[src/inc/rss_consts.vh]
/*
 * Constants of the supervisor and status block: register indices, field
 * positions, reset values and timing figures.
 * Assumes a 50 MHz system clock and word-aligned AXI4-Lite registers.
 */
`ifndef RSS_CONSTS_VH
`define RSS_CONSTS_VH

// register indices, byte address is four times the index
`define RSS_IDX_SECONDS   6'h01
`define RSS_IDX_HOURS     6'h04
`define RSS_IDX_DATE      6'h05
`define RSS_IDX_YEAR      6'h07
`define RSS_IDX_CONTROL   6'h08
`define RSS_IDX_FLAGS     6'h0f
`define RSS_IDX_CENTURY   6'h20
`define RSS_IDX_CFG_A     6'h21
`define RSS_IDX_CFG_B     6'h22
`define RSS_IDX_WDOG      6'h23
`define RSS_IDX_SERIAL_LO 6'h24
`define RSS_IDX_SERIAL_HI 6'h25
`define RSS_IDX_STATUS    6'h26

// field positions
`define RSS_BIT_HALT      7
`define RSS_BIT_DESEL_LEN 7
`define RSS_BIT_OUT       7
`define RSS_BIT_BAT_LOW   4
`define RSS_BIT_OSC_FAIL  2
`define RSS_BIT_WDOG_STEER 7

// initial power-up values
`define RSS_RST_CFG_A     8'he0
`define RSS_RST_CFG_B     8'h80
`define RSS_RST_WDOG      8'h00
`define RSS_RST_OUT       1'b1
`define RSS_RST_OSC_FAIL  1'b1

// timing
`define RSS_CLK_HZ        50000000
`define RSS_TREC_LONG_MS  96
`define RSS_TREC_HALT_MS  40
`define RSS_TREC_SHORT_US 50
`define RSS_BATT_CHECK_H  24

// axi responses
`define RSS_RESP_OKAY     2'b00
`define RSS_RESP_SLVERR   2'b10

`endif

[src/design/rss_top.v]
/*
 * Supervisor and status logic of a serial real-time clock: power-fail
 * output drive, century bits and leap year, interrupt/output pin,
 * battery checks, deselect recovery time, serial number, oscillator-stop
 * flag and power-on defaults, behind an AXI4-Lite slave.
 * Assumes analog comparators, oscillator monitor and supply detector give
 * asynchronous levels; alarm, watchdog and tamper requests and the year
 * advance pulse come from logic on i_clk.
 */
// Operation
// - power-fail outputs open-drain or push-pull by select
// - century bits count above year register
// - century leap day only when century code zero
// - no source enabled: pin follows out bit
// - fallback low stays driven on backup if enabled
// - battery checked at power-up and daily
// - low flag held until a later check passes
// - battery checks only on main supply
// - deselect length bit in register 04h
// - recovery time chosen by length and halt bits
// - read-only eight-byte serial number
// - oscillator fail flag set whenever oscillator stops
// - enabled oscillator fail asserts interrupt pin
// - interrupt removed by flag, enable or reset
// - fail flag holds until software writes zero
// - detection on backup, pin held released until recovery ends
// - initial power-up loads documented defaults
// - supply edges clear their listed bits
// - tamper enable blocks halt flag at power-down
// - other control bits need software initialisation
// - power-on reset clears enables and watchdog, except the khz32 enable, which it sets
`timescale 1ns/1ns
`default_nettype none
`include "rss_consts.vh"

module rss_top #(
	parameter [31:0] TREC_LONG_CYC  = `RSS_TREC_LONG_MS * (`RSS_CLK_HZ / 1000),
	parameter [31:0] TREC_HALT_CYC  = `RSS_TREC_HALT_MS * (`RSS_CLK_HZ / 1000),
	parameter [47:0] BATT_CHECK_CYC = 48'd3600 * `RSS_BATT_CHECK_H
		* (`RSS_CLK_HZ),
	// serial value is arbitrary
	parameter [63:0] SERIAL_NUMBER  = 64'h0123_4567_89ab_cdef
) (
	input  wire        i_clk,
	input  wire        i_reset_n,
	input  wire [7:0]  i_axi_awaddr,
	input  wire        i_axi_awvalid,
	output reg         o_axi_awready,
	input  wire [31:0] i_axi_wdata,
	input  wire [3:0]  i_axi_wstrb,
	input  wire        i_axi_wvalid,
	output reg         o_axi_wready,
	output reg  [1:0]  o_axi_bresp,
	output reg         o_axi_bvalid,
	input  wire        i_axi_bready,
	input  wire [7:0]  i_axi_araddr,
	input  wire        i_axi_arvalid,
	output reg         o_axi_arready,
	output reg  [31:0] o_axi_rdata,
	output reg  [1:0]  o_axi_rresp,
	output reg         o_axi_rvalid,
	input  wire        i_axi_rready,
	input  wire        i_vcc_ok,
	input  wire        i_osc_running,
	input  wire        i_battery_low,
	input  wire        i_pfi1_low,
	input  wire        i_pfi2_low,
	input  wire        i_alarm_irq,
	input  wire        i_watchdog_irq,
	input  wire        i_tamper_irq,
	input  wire        i_year_advance,
	output reg         o_power_fail_output_1,
	output reg         o_power_fail_output_1_oe,
	output reg         o_power_fail_output_2,
	output reg         o_power_fail_output_2_oe,
	output reg         o_interrupt_level_pin,
	output reg         o_interrupt_level_pin_oe,
	output reg         o_reset_output_pin,
	output reg         o_reset_output_pin_oe,
	output reg         o_deselect,
	output reg         o_leap_year,
	output reg         o_khz32_output_enable,
	output reg         o_square_wave_enable
);

	localparam [31:0] TREC_SHORT_CYC = `RSS_TREC_SHORT_US
		* (`RSS_CLK_HZ / 1000000);

	// async pins: vcc, osc, battery, pfi1, pfi2
	reg  [4:0]  sync1_r;
	reg  [4:0]  sync2_r;
	wire        vcc    = sync2_r[0];
	wire        osc_ok = sync2_r[1];
	wire        bat_lo = sync2_r[2];

	reg         vcc_prev_r;
	reg  [31:0] trec_cnt_r;
	reg  [47:0] day_cnt_r;
	reg         halt_r;
	reg         desel_len_r;
	reg         out_r;
	reg  [7:0]  year_r;
	reg  [1:0]  century_r;
	reg         osc_fail_r;
	reg         bat_low_r;
	reg  [7:0]  cfg_a_r;
	reg  [7:0]  cfg_b_r;
	reg  [7:0]  wdog_r;

	// cfg_a fields
	wire osc_fail_irq_enable  = cfg_a_r[0];
	wire afe   = cfg_a_r[1];
	wire abe   = cfg_a_r[2];
	wire power_fail_drive_select  = cfg_a_r[5];
	// cfg_b fields
	wire [1:0] teb = cfg_b_r[2:1];
	wire [1:0] tamper_irq_enable = cfg_b_r[4:3];

	wire vcc_rise = vcc & ~vcc_prev_r;
	wire vcc_fall = ~vcc & vcc_prev_r;
	// the rise cycle counts too, else deselect blinks low before the load
	wire rst_act  = ~vcc | vcc_rise | (trec_cnt_r != 32'h0000_0000);

	// axi write path
	reg         aw_full_r;
	reg         w_full_r;
	reg  [7:0]  wr_addr_r;
	reg  [7:0]  wr_data_r;
	reg         wr_strb_r;
	wire [5:0]  wr_idx = wr_addr_r[7:2];
	wire        wr_go  = aw_full_r & w_full_r & ~o_axi_bvalid;
	wire        wr_en  = wr_go & wr_strb_r & mapped(wr_addr_r);

	function mapped;
		input [7:0] addr;
		begin
			mapped = (addr[1:0] == 2'b00) &&
				(addr[7:2] == `RSS_IDX_SECONDS ||
				addr[7:2] == `RSS_IDX_HOURS ||
				addr[7:2] == `RSS_IDX_DATE ||
				addr[7:2] == `RSS_IDX_YEAR ||
				addr[7:2] == `RSS_IDX_CONTROL ||
				addr[7:2] == `RSS_IDX_FLAGS ||
				(addr[7:2] >= `RSS_IDX_CENTURY &&
				addr[7:2] <= `RSS_IDX_STATUS));
		end
	endfunction

	// leap year from bcd year and century code
	reg  [6:0]  year_bin;
	reg         leap_nxt;
	always @*
	begin
		year_bin = {3'b000, year_r[7:4]} * 7'd10 + {3'b000, year_r[3:0]};
		if (year_r == 8'h00)
			leap_nxt = (century_r == 2'b00);
		else
			leap_nxt = (year_bin[1:0] == 2'b00);
	end

	// interrupt pin decision
	reg         any_en;
	reg         irq_src;
	reg         pin_low;
	always @*
	begin
		any_en = (|tamper_irq_enable) | osc_fail_irq_enable | afe |
			((wdog_r != 8'h00) & ~wdog_r[`RSS_BIT_WDOG_STEER]);
		irq_src = (osc_fail_r & osc_fail_irq_enable & ~rst_act) |
			(i_alarm_irq & afe) |
			(i_tamper_irq & (|tamper_irq_enable)) |
			(i_watchdog_irq & ~wdog_r[`RSS_BIT_WDOG_STEER] &
			(wdog_r != 8'h00));
		if (any_en)
			pin_low = irq_src;
		else
			pin_low = ~out_r;
	end

	// read mux
	reg  [7:0]  rd_byte;
	reg  [31:0] rd_word;
	always @*
	begin
		rd_byte = 8'h00;
		rd_word = 32'h0000_0000;
		case (i_axi_araddr[7:2])
		`RSS_IDX_SECONDS:   rd_byte = {halt_r, 7'h00};
		`RSS_IDX_HOURS:     rd_byte = {desel_len_r, 7'h00};
		`RSS_IDX_DATE:      rd_byte = {7'h00, o_leap_year};
		`RSS_IDX_YEAR:      rd_byte = year_r;
		`RSS_IDX_CONTROL:   rd_byte = {out_r, 7'h00};
		`RSS_IDX_FLAGS:     rd_byte = {3'b000, bat_low_r, 1'b0,
			osc_fail_r, 2'b00};
		`RSS_IDX_CENTURY:   rd_byte = {6'h00, century_r};
		`RSS_IDX_CFG_A:     rd_byte = cfg_a_r;
		`RSS_IDX_CFG_B:     rd_byte = cfg_b_r;
		`RSS_IDX_WDOG:      rd_byte = wdog_r;
		`RSS_IDX_SERIAL_LO: rd_word = SERIAL_NUMBER[31:0];
		`RSS_IDX_SERIAL_HI: rd_word = SERIAL_NUMBER[63:32];
		`RSS_IDX_STATUS:    rd_byte = {3'b000, ~vcc, o_leap_year,
			o_interrupt_level_pin_oe, rst_act, o_deselect};
		default:            rd_byte = 8'h00;
		endcase
		if (rd_word == 32'h0000_0000)
			rd_word = {24'h00_0000, rd_byte};
	end

	always @(posedge i_clk or negedge i_reset_n)
	begin
		if (!i_reset_n)
		begin
			sync1_r <= 5'h00;
			sync2_r <= 5'h00;
		end
		else
		begin
			sync1_r <= {i_pfi2_low, i_pfi1_low, i_battery_low,
				i_osc_running, i_vcc_ok};
			sync2_r <= sync1_r;
		end
	end

	// axi handshakes
	always @(posedge i_clk or negedge i_reset_n)
	begin
		if (!i_reset_n)
		begin
			o_axi_awready <= 1'b1;
			o_axi_wready  <= 1'b1;
			o_axi_bvalid  <= 1'b0;
			o_axi_bresp   <= `RSS_RESP_OKAY;
			o_axi_arready <= 1'b1;
			o_axi_rvalid  <= 1'b0;
			o_axi_rdata   <= 32'h0000_0000;
			o_axi_rresp   <= `RSS_RESP_OKAY;
			aw_full_r     <= 1'b0;
			w_full_r      <= 1'b0;
			wr_addr_r     <= 8'h00;
			wr_data_r     <= 8'h00;
			wr_strb_r     <= 1'b0;
		end
		else
		begin
			if (o_axi_awready && i_axi_awvalid)
			begin
				wr_addr_r     <= i_axi_awaddr;
				aw_full_r     <= 1'b1;
				o_axi_awready <= 1'b0;
			end
			if (o_axi_wready && i_axi_wvalid)
			begin
				wr_data_r    <= i_axi_wdata[7:0];
				wr_strb_r    <= i_axi_wstrb[0];
				w_full_r     <= 1'b1;
				o_axi_wready <= 1'b0;
			end
			if (wr_go)
			begin
				o_axi_bvalid <= 1'b1;
				o_axi_bresp  <= mapped(wr_addr_r) ? `RSS_RESP_OKAY
					: `RSS_RESP_SLVERR;
			end
			if (o_axi_bvalid && i_axi_bready)
			begin
				o_axi_bvalid  <= 1'b0;
				aw_full_r     <= 1'b0;
				w_full_r      <= 1'b0;
				o_axi_awready <= 1'b1;
				o_axi_wready  <= 1'b1;
			end
			if (o_axi_arready && i_axi_arvalid)
			begin
				o_axi_arready <= 1'b0;
				o_axi_rvalid  <= 1'b1;
				o_axi_rdata   <= mapped(i_axi_araddr) ? rd_word
					: 32'h0000_0000;
				o_axi_rresp   <= mapped(i_axi_araddr) ? `RSS_RESP_OKAY
					: `RSS_RESP_SLVERR;
			end
			if (o_axi_rvalid && i_axi_rready)
			begin
				o_axi_rvalid  <= 1'b0;
				o_axi_arready <= 1'b1;
			end
		end
	end

	// supply sequencing, recovery timer and battery checks
	always @(posedge i_clk or negedge i_reset_n)
	begin
		if (!i_reset_n)
		begin
			vcc_prev_r <= 1'b0;
			trec_cnt_r <= 32'h0000_0000;
			day_cnt_r  <= 48'h0000_0000_0000;
			bat_low_r  <= 1'b0;
		end
		else
		begin
			vcc_prev_r <= vcc;
			if (!vcc)
				trec_cnt_r <= 32'h0000_0000;
			else if (vcc_rise)
			begin
				if (desel_len_r)
					trec_cnt_r <= TREC_SHORT_CYC;
				else if (halt_r)
					trec_cnt_r <= TREC_HALT_CYC;
				else
					trec_cnt_r <= TREC_LONG_CYC;
			end
			else if (trec_cnt_r != 32'h0000_0000)
				trec_cnt_r <= trec_cnt_r - 32'h0000_0001;
			// the day count clears on backup, so checks never run there
			if (!vcc)
				day_cnt_r <= 48'h0000_0000_0000;
			else if (vcc_rise || day_cnt_r >= BATT_CHECK_CYC - 48'h1)
			begin
				day_cnt_r <= 48'h0000_0000_0000;
				bat_low_r <= bat_lo;
			end
			else
				day_cnt_r <= day_cnt_r + 48'h0000_0000_0001;
		end
	end

	// software-visible control state
	always @(posedge i_clk or negedge i_reset_n)
	begin
		if (!i_reset_n)
		begin
			halt_r      <= 1'b0;
			desel_len_r <= 1'b0;
			out_r       <= `RSS_RST_OUT;
			osc_fail_r  <= `RSS_RST_OSC_FAIL;
			cfg_a_r     <= `RSS_RST_CFG_A;
			cfg_b_r     <= `RSS_RST_CFG_B;
			wdog_r      <= `RSS_RST_WDOG;
			year_r      <= 8'h00;
			century_r   <= 2'b00;
		end
		else
		begin
			if (wr_en)
			begin
				case (wr_idx)
				`RSS_IDX_SECONDS: halt_r <= wr_data_r[`RSS_BIT_HALT];
				`RSS_IDX_HOURS:
					desel_len_r <= wr_data_r[`RSS_BIT_DESEL_LEN];
				`RSS_IDX_CONTROL: out_r <= wr_data_r[`RSS_BIT_OUT];
				`RSS_IDX_YEAR:    year_r <= wr_data_r;
				`RSS_IDX_CENTURY: century_r <= wr_data_r[1:0];
				`RSS_IDX_CFG_A:   cfg_a_r <= wr_data_r;
				`RSS_IDX_CFG_B:   cfg_b_r <= wr_data_r;
				`RSS_IDX_WDOG:    wdog_r <= wr_data_r;
				default:          ;
				endcase
			end
			else if (i_year_advance)
			begin
				if (year_r == 8'h99)
				begin
					year_r    <= 8'h00;
					century_r <= century_r + 2'b01;
				end
				else if (year_r[3:0] == 4'h9)
					year_r <= {year_r[7:4] + 4'h1, 4'h0};
				else
					year_r <= year_r + 8'h01;
			end
			// set beats a clearing write; on backup too
			if (~osc_ok | halt_r)
				osc_fail_r <= 1'b1;
			else if (wr_en && wr_idx == `RSS_IDX_FLAGS &&
				!wr_data_r[`RSS_BIT_OSC_FAIL])
				osc_fail_r <= 1'b0;
			// backup enable must survive the fall, so enables clear on rise
			if (vcc_rise)
			begin
				cfg_a_r[4:0] <= 5'h00;
				cfg_b_r[4:3] <= 2'b00;
				wdog_r       <= 8'h00;
			end
			else if (vcc_fall)
			begin
				cfg_a_r[4]   <= 1'b0;
				cfg_b_r[7]   <= ~(|teb);
				wdog_r       <= 8'h00;
			end
		end
	end

	// pins, all registered
	reg power_fail_output_1_lvl;
	reg power_fail_output_2_lvl;
	always @*
	begin
		power_fail_output_1_lvl = vcc & (rst_act | ~sync2_r[3]);
		power_fail_output_2_lvl = vcc & (rst_act | ~sync2_r[4]);
	end

	always @(posedge i_clk or negedge i_reset_n)
	begin
		if (!i_reset_n)
		begin
			o_power_fail_output_1    <= 1'b0;
			o_power_fail_output_1_oe <= 1'b0;
			o_power_fail_output_2    <= 1'b0;
			o_power_fail_output_2_oe <= 1'b0;
			o_interrupt_level_pin    <= 1'b0;
			o_interrupt_level_pin_oe <= 1'b0;
			o_reset_output_pin       <= 1'b0;
			o_reset_output_pin_oe    <= 1'b1;
			o_deselect               <= 1'b1;
			o_leap_year              <= 1'b1;
			o_khz32_output_enable    <= 1'b0;
			o_square_wave_enable     <= 1'b0;
		end
		else
		begin
			// open drain drives only the low level
			o_power_fail_output_1    <= power_fail_drive_select ? 1'b0 : power_fail_output_1_lvl;
			o_power_fail_output_1_oe <= power_fail_drive_select ? ~power_fail_output_1_lvl : 1'b1;
			o_power_fail_output_2    <= power_fail_drive_select ? 1'b0 : power_fail_output_2_lvl;
			o_power_fail_output_2_oe <= power_fail_drive_select ? ~power_fail_output_2_lvl : 1'b1;
			o_interrupt_level_pin    <= 1'b0;
			o_interrupt_level_pin_oe <= pin_low & (vcc | abe);
			o_reset_output_pin       <= 1'b0;
			o_reset_output_pin_oe    <= rst_act;
			o_deselect               <= rst_act;
			o_leap_year              <= leap_nxt;
			o_khz32_output_enable    <= cfg_a_r[7] & ~halt_r & vcc;
			o_square_wave_enable     <= cfg_a_r[3];
		end
	end

endmodule

`default_nettype wire

[config.mk]
export PLATFORM = sky130hd
export DESIGN_NAME = rss_top
export DESIGN_NICKNAME = d
export VERILOG_FILES = /design/src/design/rss_top.v
export VERILOG_INCLUDE_DIRS = /design/src /design/src/inc
export SDC_FILE = /design/constraint.sdc
export NUM_CORES = 1
export LEC_CHECK = 0
export ABC_AREA = 1
export BUFFER_PORTS_ARGS = -buffer_cell sky130_fd_sc_hd__clkbuf_2
export CORE_MARGIN = 1
export CORE_UTILIZATION = 40
export DETAILED_ROUTE_END_ITERATION = 8
export GPL_ROUTABILITY_DRIVEN = 1
export SETUP_SLACK_MARGIN = 0.4
export SYNTH_ARGS = -nofsm -noshare
export SYNTH_HDL_FRONTEND = slang
export SYNTH_SLANG_ARGS = --single-unit
[constraint.sdc]
create_clock -name i_clk -period 1.7 [get_ports i_clk]
set_input_delay 0.255 -clock i_clk [delete_from_list [all_inputs] [get_ports i_clk]]
set_output_delay 0.255 -clock i_clk [all_outputs]
set_load 0.01 [all_outputs]
Yosys cells after proc, flatten, opt, wreduce, memory -nomap -nowiden
Cells that the tools add are included.
- output and inout bits: 53
- register bits after elaboration: 199
- logic and storage cells: 242
- bits of input ports: 68
- add/sub/neg operators: 6
- mux-type cells: 58
- equality and inequality tests: 28
- bitwise logic cells: 43
- order comparisons: 5
- multiply operators: 1
- reduce and logical (&&, ||, !) cells: 60
- operators by type and width (cell ; number):
    32-bit 2-to-1 mux ; 6
    48-bit 2-to-1 mux ; 2
    8-bit 2-to-1 mux ; 11
    8-bit case mux with 11 select lines ; 1
    6-bit == test (second input constant) ; 11
    32-bit case mux with 2 select lines ; 1
    48-bit by 1-bit adder with 48-bit output (second input constant) ; 1
    48-bit by 42-bit greater-or-equal comparator with 1-bit output (second input constant) ; 1
    6-bit by 3-bit == test with 1-bit output (second input constant) ; 6
    32-bit zero test ; 1
    32-bit nonzero test ; 1
    32-bit by 1-bit subtractor with 32-bit output (second input constant) ; 1
    1-bit 2-to-1 mux ; 26
    6-bit by 4-bit == test with 1-bit output (second input constant) ; 4
    23-bit 2-to-1 mux ; 1
    2-bit AND reduction ; 11
    2-bit nonzero test ; 10
    1-bit AND ; 18
    2-bit 2-to-1 mux ; 7
    1-bit logical OR ; 13
    1-bit NOT ; 13
    6-bit by 1-bit == test with 1-bit output (second input constant) ; 2
    6-bit greater-or-equal comparator (second input constant) ; 2
    6-bit <= comparator (second input constant) ; 2
    20 further kinds ; 49

Depth between registers and ports, before layout
Gate-level depths: netlist of the first run.
- depth in word-level cells: 13
- depth in mapped cells: 16
- gate-level depth less buffers: 15

Least setup slack after synthesis of the first run
OpenSTA, ideal clock, no wires.
- kind: register to register
- start: register day_cnt_r[0]
- end: register day_cnt_r[5]
- buffers on the path: 2
- required time: 1579 ps
- cell stages (with the launch flop): 13
- setup time: 121 ps
- arrival: 1655 ps
- setup slack: -77 ps
- period minus slack after synthesis: 1777 ps
- cell sequence: dfrtp_1 -> ha_1 -> nand2_1 -> nor2_2 -> nand4_1 -> nand2_1 -> nand2_1 -> nand3_1 -> nor2_1 -> nand2_1 -> buf_2 -> buf_4 -> nor2_1
- word-level cells in the longest chain between the ends: 4
- elaborated cells between the ends (all ways): 5
- those cells by class: add/sub (1); order compare (1); mux (2); reduce/logical (1)
- ends and longest elaborated chain (item ; RTL line ; text):
    from (decl) ; rss_top.v:98 ; reg [47:0] day_cnt_r;
    from (signal assigned) ; rss_top.v:324 ; day_cnt_r <= day_cnt_r + 48'h0000_0000_0001;
    48-bit by 42-bit greater-or-equal comparator with 1-bit output ; rss_top.v:318 ; else if (vcc_rise || day_cnt_r >= BATT_CHECK_CYC - 48'h1)
    1-bit logical OR ; rss_top.v:318 ;
    48-bit 2-to-1 mux (*) ; rss_top.v:318 ;
    48-bit 2-to-1 mux (*) ; rss_top.v:316 ; if (!vcc)
Every way passes the cells marked *; elsewhere a longest branch is shown, timed or not.
A chain may end at the register's enable or synchronous reset.

Final worst setup path of the first run
- start: register wr_addr_r[6]
- end: register cfg_a_r[4]
- word-level cells in the longest chain between the ends: 11
- elaborated cells between the ends (all ways): 21
- those cells by class: order compare (2); eq/ne (7); bitwise (1); reduce/logical (11)
- ends and longest elaborated chain (item ; RTL line ; text):
    from (decl) ; rss_top.v:127 ; reg [7:0] wr_addr_r;
    from (signal assigned) ; rss_top.v:247 ; wr_addr_r <= i_axi_awaddr;
    parallel branches: the longest is 10 deep, another holds 6-bit greater-or-equal comparator ; n/a ;
    2-bit AND reduction (no source line) (*) ; n/a ;
    to (signal assigned) ; rss_top.v:337 ; cfg_a_r <= `RSS_RST_CFG_A;
    to (signal assigned) ; rss_top.v:354 ; `RSS_IDX_CFG_A: cfg_a_r <= wr_data_r;
    to (decl) ; rss_top.v:106 ; reg [7:0] cfg_a_r;
Mark *: on every way between the ends.

==> results of run 1 <==
[area by class of cell]
type	instances	area [um^2]
fill	2030	9090
multi-input combinational	904	5670
sequential	175	4410
timing repair buffer	318	2760
inverter	159	613
clock buffer	18	439
tap	319	399
clock inverter	14	168
[registers in the layout, summed over array words and instances, names as in the netlist, 2 cells and up]
register     flops
trec_cnt_r      32
day_cnt_r       48
cfg_b_r          8
sync2_r          5
cfg_a_r          8
century_r        2
sync1_r          5
o_axi_rdata     10
wdog_r           8
wr_data_r        8
wr_addr_r        8
year_r           8
[stage by stage]
step,utilization (%),setup WS (ns),instances
after floorplan,-,-0.0374,1283
after global placement,49.7,-0.101,1777
after detailed placement,49.7,-0.142,1777
after CTS,56.4,-0.108,1863
after global routing,61.4,-0.314,1907
final,61.4,-0.170,1907
[logic make-up after synthesis]
family	count (synthesis)	synth area share (%)
simple gates	703	32.4
other cells	1	0.0389
compound gates	127	7.28
flops	175	45.6
xor+xnor	40	3.64
buf+inv	204	9.36
fa+ha+maj	13	1.69
[worst register-to-register path, stage by stage (launching register included)]
cell	delay [ns]
dfrtp_1	0.42
nor2_4	0.20
inv_2	0.06
nor2_4	0.09
nand2_2	0.05
nand2_1	0.05
nor2_1	0.04
nand2_1	0.09
nand2_2	0.06
inv_2	0.08
nand2_4	0.09
buf_12	0.16
nor2_8	0.18
inv_4	0.08
nand3_2	0.06
nand2_1	0.05
[metal layers]
metal / global-route usage [%] / wire length (um) / vias up
li1: - / - / 4659
met1: 31.6 / 13400 / 4522
met2: 36.3 / 14200 / 212
met3: 3.39 / 1040 / 41
met4: 6.15 / 462 / 0
met5: 0 / 0 / -
[worst min path at each step]
stage	depth (start not counted)	slack [ns]	from	endpoint
4_1_cts	3	0.006	i_axi_awaddr[7]	wr_addr_r[7]$_DFFE_PN0P_
5_1_grt	2	0.01	i_axi_bready	o_axi_bvalid$_DFFE_PN0P_
3_3_place_gp	1	0.20	i_reset_n	trec_cnt_r[24]$_DFFE_PN0P_
6_report	3	0.02	i_axi_awaddr[2]	wr_addr_r[2]$_DFFE_PN0P_
2_1_floorplan	0	-0.04	i_reset_n	aw_full_r$_DFFE_PN0P_
3_5_place_dp	1	0.20	i_reset_n	trec_cnt_r[21]$_DFFE_PN0P_
[cell usage in the layout (no fill, tap or decap), types with 19 or more instances in the layout]
| master | count |
|---|---|
| inv_1 | 129 |
| conb_1 | 21 |
| nand3_2 | 27 |
| o21ai_0 | 36 |
| nand2_1 | 279 |
| xor2_1 | 28 |
| nor2_4 | 56 |
| dfrtp_1 | 153 |
| o21ai_1 | 26 |
| clkbuf_2 | 58 |
| nand4_1 | 42 |
| nor2_1 | 97 |
| nor3_2 | 19 |
| nand3_1 | 52 |
| buf_4 | 176 |
| inv_2 | 25 |
| clkbuf_16 | 23 |
| nor2_2 | 30 |
| buf_6 | 52 |
| nand2_2 | 28 |
[power by group]
group | switching (mW) | internal (mW)
combinational | 3.27 | 2.91
clock | 1.87 | 2.26
sequential | 0.736 | 4.86
total | 5.88 | 10.0
[what timing repair did]
action | in CTS | in global routing
cloned | 2 | 9
pin swaps | 55 | 78
gates resized for setup | 142 | 200
setup endpoints to repair | 142 | 164
hold endpoints to repair | 36 | 0
hold buffers | 10 | 0
setup buffers | 42 | 35
[cell usage after synthesis (7+ instances only)]
master / instances / area share, %
nand3_1: 81 / 4.2
clkbuf_1: 9 / 0.35
dfrtp_1: 164 / 43
ha_1: 13 / 1.7
nand4_1: 42 / 2.7
nand3b_1: 7 / 0.55
o21ai_1: 21 / 1.1
nor2_2: 10 / 0.65
xnor2_1: 10 / 0.91
inv_1: 152 / 5.9
buf_4: 29 / 2.3
xor2_1: 30 / 2.7
nor4_1: 9 / 0.58
dfstp_2: 11 / 3.0
nor3_1: 43 / 2.2
nor2_1: 169 / 6.6
o21ai_0: 49 / 2.5
a21oi_1: 32 / 1.7
nand2_1: 313 / 12
==> impl_metrics.ini, run 1 <==
[setup_path]
reg2regPathDepth = 15
crit_buf_inv = 4
timing.critical_path.mode_cell = nand2_1
path_cells = nor2_4, inv_2, nor2_4, nand2_2, nand2_1, nor2_1, nand2_1, nand2_2, inv_2, nand2_4, buf_12, nor2_8, inv_4, nand3_2, nand2_1
reg2reg_slack_ns = -0.17
path_delay_family = simple AND/OR/NAND/NOR gates
worstSetupStartpoint = wr_addr_r[6]$_DFFE_PN0P_
max_stage_delay_ns = 0.42
critPathCapture = cfg_a_r[4]$_DFFE_PN0P_
startpoint_type = flop
r2r-end = cfg_a_r[4]$_DFFE_PN0P_
crit_type = flop to flop
regToRegStartpoint = wr_addr_r[6]$_DFFE_PN0P_
cp_num_cells = 15
worstSetupEndpointType = flop
path_max_fanout = 7
cp.required_ns = 2.03
slowest_stage = dfrtp_1
critPathArrivalTime_ns = 2.20

[detailed_routing]
first_pass_iters = 5
vias = 9434
wl_um = 29100
drc = 0
vias_per_cell = 4.95
wl_per_cell_um = 15.2
antenna_left = 0
drt-initial-drc-count = 594

[logic_synthesis]
avgSynthCellArea_um2 = 7.63
ys_ff_latch = 175
synth_warnings = 0
async_reset_ff_share_pct = 100
synthCells = 1263
synth-edff-count = 0
synthFlopType = dfrtp_1
ys_types = 48
synth_seq_area_share_pct = 45.6
synth_area_um2 = 9640

[die]
start_util_pct = 40.9
fp.dieH_um = 157
fp-row-count = 56
ios = 121
die_area_um2 = 24700
dieWidth_um = 157
core-area_um2 = 23500

[cells_and_area]
drive_gt1_share_pct = 39.9
diodes = 0
area_growth_pct = 50.0
design_area_um2 = 14500
nets = 1656

[timing]
slew_headroom_pct = 60.7
final.setup.tns_ns = -9.16
holdWs_ns = 0.0159
rsz0062_at_grt = true
fmax_ghz = 0.535
fin_ws_ns = -0.170
final.setup_skew_ns = 0.0107
drv_slew = 0
period_minus_slack_ns = 1.87
timing.final.crit_share_pct = 110
tightest_slew_ns = 0.584
hold_viol_final = 0
setup_viol = 103

[clock_tree]
clk_latency_ns = 0.44
clock-sinks = 175
cts-htree-levels = 4
clkSlewWorstSetupHoldPaths_ns = 0.07
root_buffer = clkbuf_16
cts_tree = yes
cts_made_buffers = 17
cts_max_path_buffers = 2

[placement]
place_hpwl_um = 19500
io_buffers = 78
dpl-instance-area_um2 = 11700
place_congestion = 0.884

[pwr]
power_density_nw_per_um2 = 1100
total_power_mw = 15.9
ir_worst_vdd_uv = 652
p_leak_nw = 6.68

[global_routing]
grt_max_degree = 42
grt_usage_pct = 22.6
overflow = 0
grt_pass1_wl_um = 43400
grt_pass1_vias = 8754
antenna_found_initial = 0

[outcome]
violations = negative setup slack
outcome = complete, but fails checks

[run]
cap_violations = 0

[worst_hold_path]
hp-class = input pin to flop
Note: power is estimated with default switching activity, not from simulation.
==> run 2: changes to the inputs <==
Settings changed: ABC_AREA 1 to not set, SLEW_MARGIN set to 20.
==> run 2 against run 1 <==
Compared with the run above:
- the flow finishes with violations (design-rule violations, negative setup slack)
- cell area is 6.1% lower
- first-iteration DRC count fell by 19%
- wire length decreased by 14%
- clock power fell by 4%
- clock skew grew 0.0023 ns
- synthesized cell count shrank 29%
- hold slack lost 0.0038 ns
- largest power group is now sequential cells
==> impl_metrics.ini, run 2 <==
[outcome]
outcome = complete, but fails checks
violations = design-rule violations, negative setup slack

[logic_synthesis]
yosys.area.top_type = dfrtp_1
synth.top_cell.area_share_pct = 45.3
synthCells = 901
synthTopCellsByArea = dfrtp_1, nor2_1, mux2_2, dfstp_2, xor2_1
synth_warnings = 0
ys_top_cells_by_count = dfrtp_1, nor2_1, nand2_1
synth_seq_area_share_pct = 48.5
async_reset_ff_share_pct = 100
ys_types = 74
synth-edff-count = 0
yosysMostFrequentCell = dfrtp_1
synthFlopType = dfrtp_1
avgSynthCellArea_um2 = 10.1
synth_area_um2 = 9060
ys_ff_latch = 175

[global_routing]
overflow = 0
grt_usage_pct = 21.5
grt_max_degree = 52
grt_pass1_wl_um = 40000
antenna_found_initial = 0
grt_pass1_vias = 7815

[detailed_routing]
wl_um = 25000
wl_per_cell_um = 16.8
drc = 6
vias_per_cell = 5.25
drt-initial-drc-count = 483
first_pass_iters = 9
vias = 7799
antenna_left = 0

[clock_tree]
clk_latency_ns = 0.43
cts_tree = yes
cts_max_path_buffers = 2
cts-htree-levels = 4
clkSlewWorstSetupHoldPaths_ns = 0.07
clock-sinks = 175
cts_made_buffers = 17
root_buffer = clkbuf_16

[cells_and_area]
design_area_um2 = 13600
drive_gt1_share_pct = 47.2
largestRegisters = day_cnt_r (48), trec_cnt_r (32), o_axi_rdata (10)
diodes = 0
largest_reg_flops = 48
final_common_cell = buf_4
final_cell_mix = buf_4, dfrtp_1, nor2_1, buf_6
area_growth_pct = 49.9
nets = 1273
filler_cell_count = 1787
finish.utilization_pct = 61.6
regMostFlops = day_cnt_r
fin_cells = 1485

[worst_hold_path]
hp-class = input pin to flop
hp-start = i_axi_rready

[setup_path]
crit_type = flop to flop
cp.required_ns = 2.05
startpoint_type = flop
worstSetupStartpoint = wr_addr_r[4]$_DFFE_PN0P_
worstSetupEndpointType = flop
regToRegStartpoint = wr_addr_r[4]$_DFFE_PN0P_
path_max_fanout = 4
critPathArrivalTime_ns = 2.65

[die]
ios = 121
die_area_um2 = 23200
fp.dieH_um = 152
dieWidth_um = 152
core-area_um2 = 22000
fp-row-count = 54
start_util_pct = 41.1

[timing]
period_minus_slack_ns = 2.29
tightest_slew_ns = 0.569
fin_ws_ns = -0.595
rsz0062_at_grt = true
final.setup_skew_ns = 0.0130
timing.final.crit_share_pct = 135
hold_viol_final = 0
slew_headroom_pct = 61.8
holdWs_ns = 0.0121
setup_viol = 121
drv_slew = 0
fmax_ghz = 0.436

[pwr]
ir_worst_vdd_uv = 919
p_leak_nw = 6.06
power_density_nw_per_um2 = 1050

[run]
cap_violations = 0

[placement]
place_hpwl_um = 16800
dp.cells = 1408
place_congestion = 0.872
io_buffers = 78
dpl-instance-area_um2 = 11200
run 2: changes by cell type after synthesis, moves of 18 or more:
| cell | delta |
|---|---|
| inv_1 | -115 |
| mux2_2 | +29 |
| mux2i_1 | +24 |
| nand2_1 | -245 |
| nand3_1 | -47 |
| nand4_1 | -29 |
| nor2_1 | -64 |
| o21ai_0 | -18 |
run 2: metal layers:
layer	routed length [um]	GRT usage, %	vias up
li1	-	-	3756
met5	0	0	-
met3	1080	3.53	39
met2	12200	35.3	201
met4	402	6.54	0
met1	11300	29.1	3803
run 2: cell families (layout without fill, tap and decap cells):
family	after synthesis	in the layout	synth area share, %
simple gates	346	346	19.9
flops	175	175	48.5
compound gates	147	147	10.8
buf+inv	98	382	5.48
mux	64	64	7.92
xor+xnor	57	57	5.51
fa+ha+maj	13	13	1.80
other cells	1	21	0.0414
run 2: worst paths after layout:
path | endpoint | slack [ns] | cells after the start
setup / recovery | cfg_a_r[5]$_DFFE_PN1P_ | -0.59 | 6
hold / removal | o_axi_rvalid$_DFFE_PN0P_ | 0.01 | 2
setup reg to reg | cfg_a_r[5]$_DFFE_PN1P_ | -0.59 | 6
hold reg to reg | sync2_r[2]$_DFF_PN0_ | 0.35 | 0
max in group asynchronous | o_leap_year$_DFF_PN1_ | 0.76 | 3
min in group asynchronous | trec_cnt_r[23]$_DFFE_PN0P_ | 0.29 | 2
run 2: worst max-delay path, cell delays in order (launching register included):
cell and delay [ns]:
dfrtp_1 0.38, or4b_4 0.54, a21oi_4 0.18, o31ai_4 0.08, or4_4 0.58, buf_6 0.16
mux2_4 0.29
run 2: cell type report:
cell class / instances / area [um^2] / share of cell area, %
clock buffers: 19 / 433 / 3.19
flip-flops and latches: 175 / 4400 / 32.4
inverters: 38 / 151 / 1.12
clock inverters: 13 / 155 / 1.14
multi-input cells: 648 / 5390 / 39.7
well taps: 280 / 350 / 2.58
repair buffers: 312 / 2700 / 19.9
run 2: metrics by stage:
stage / power, mW / setup WS, ns / TNS [ns]
finish: 14.2 / -0.595 / -53.79
global route: 15.0 / -0.635 / -63.40
CTS: 13.9 / -0.571 / -52.73
detailed placement: 9.23 / -0.677 / -56.89
global placement: 9.16 / -0.659 / -51.16
floorplan: 7.52 / -0.698 / -47.75
run 2: report_power, final:
part | switching [mW] | internal (mW)
sequential | 0.648 | 4.81
combinational | 2.37 | 2.45
clock | 1.75 | 2.21
total | 4.77 | 9.47
run 2: repair_timing:
item                       4_1_cts  5_1_grt
setup buffers                   22        8
pin swaps                       49       37
hold endpoints to repair        34        0
setup endpoints to repair      161      152
cloned                           4        4
hold buffers                     7        0
gates resized for setup        136      165
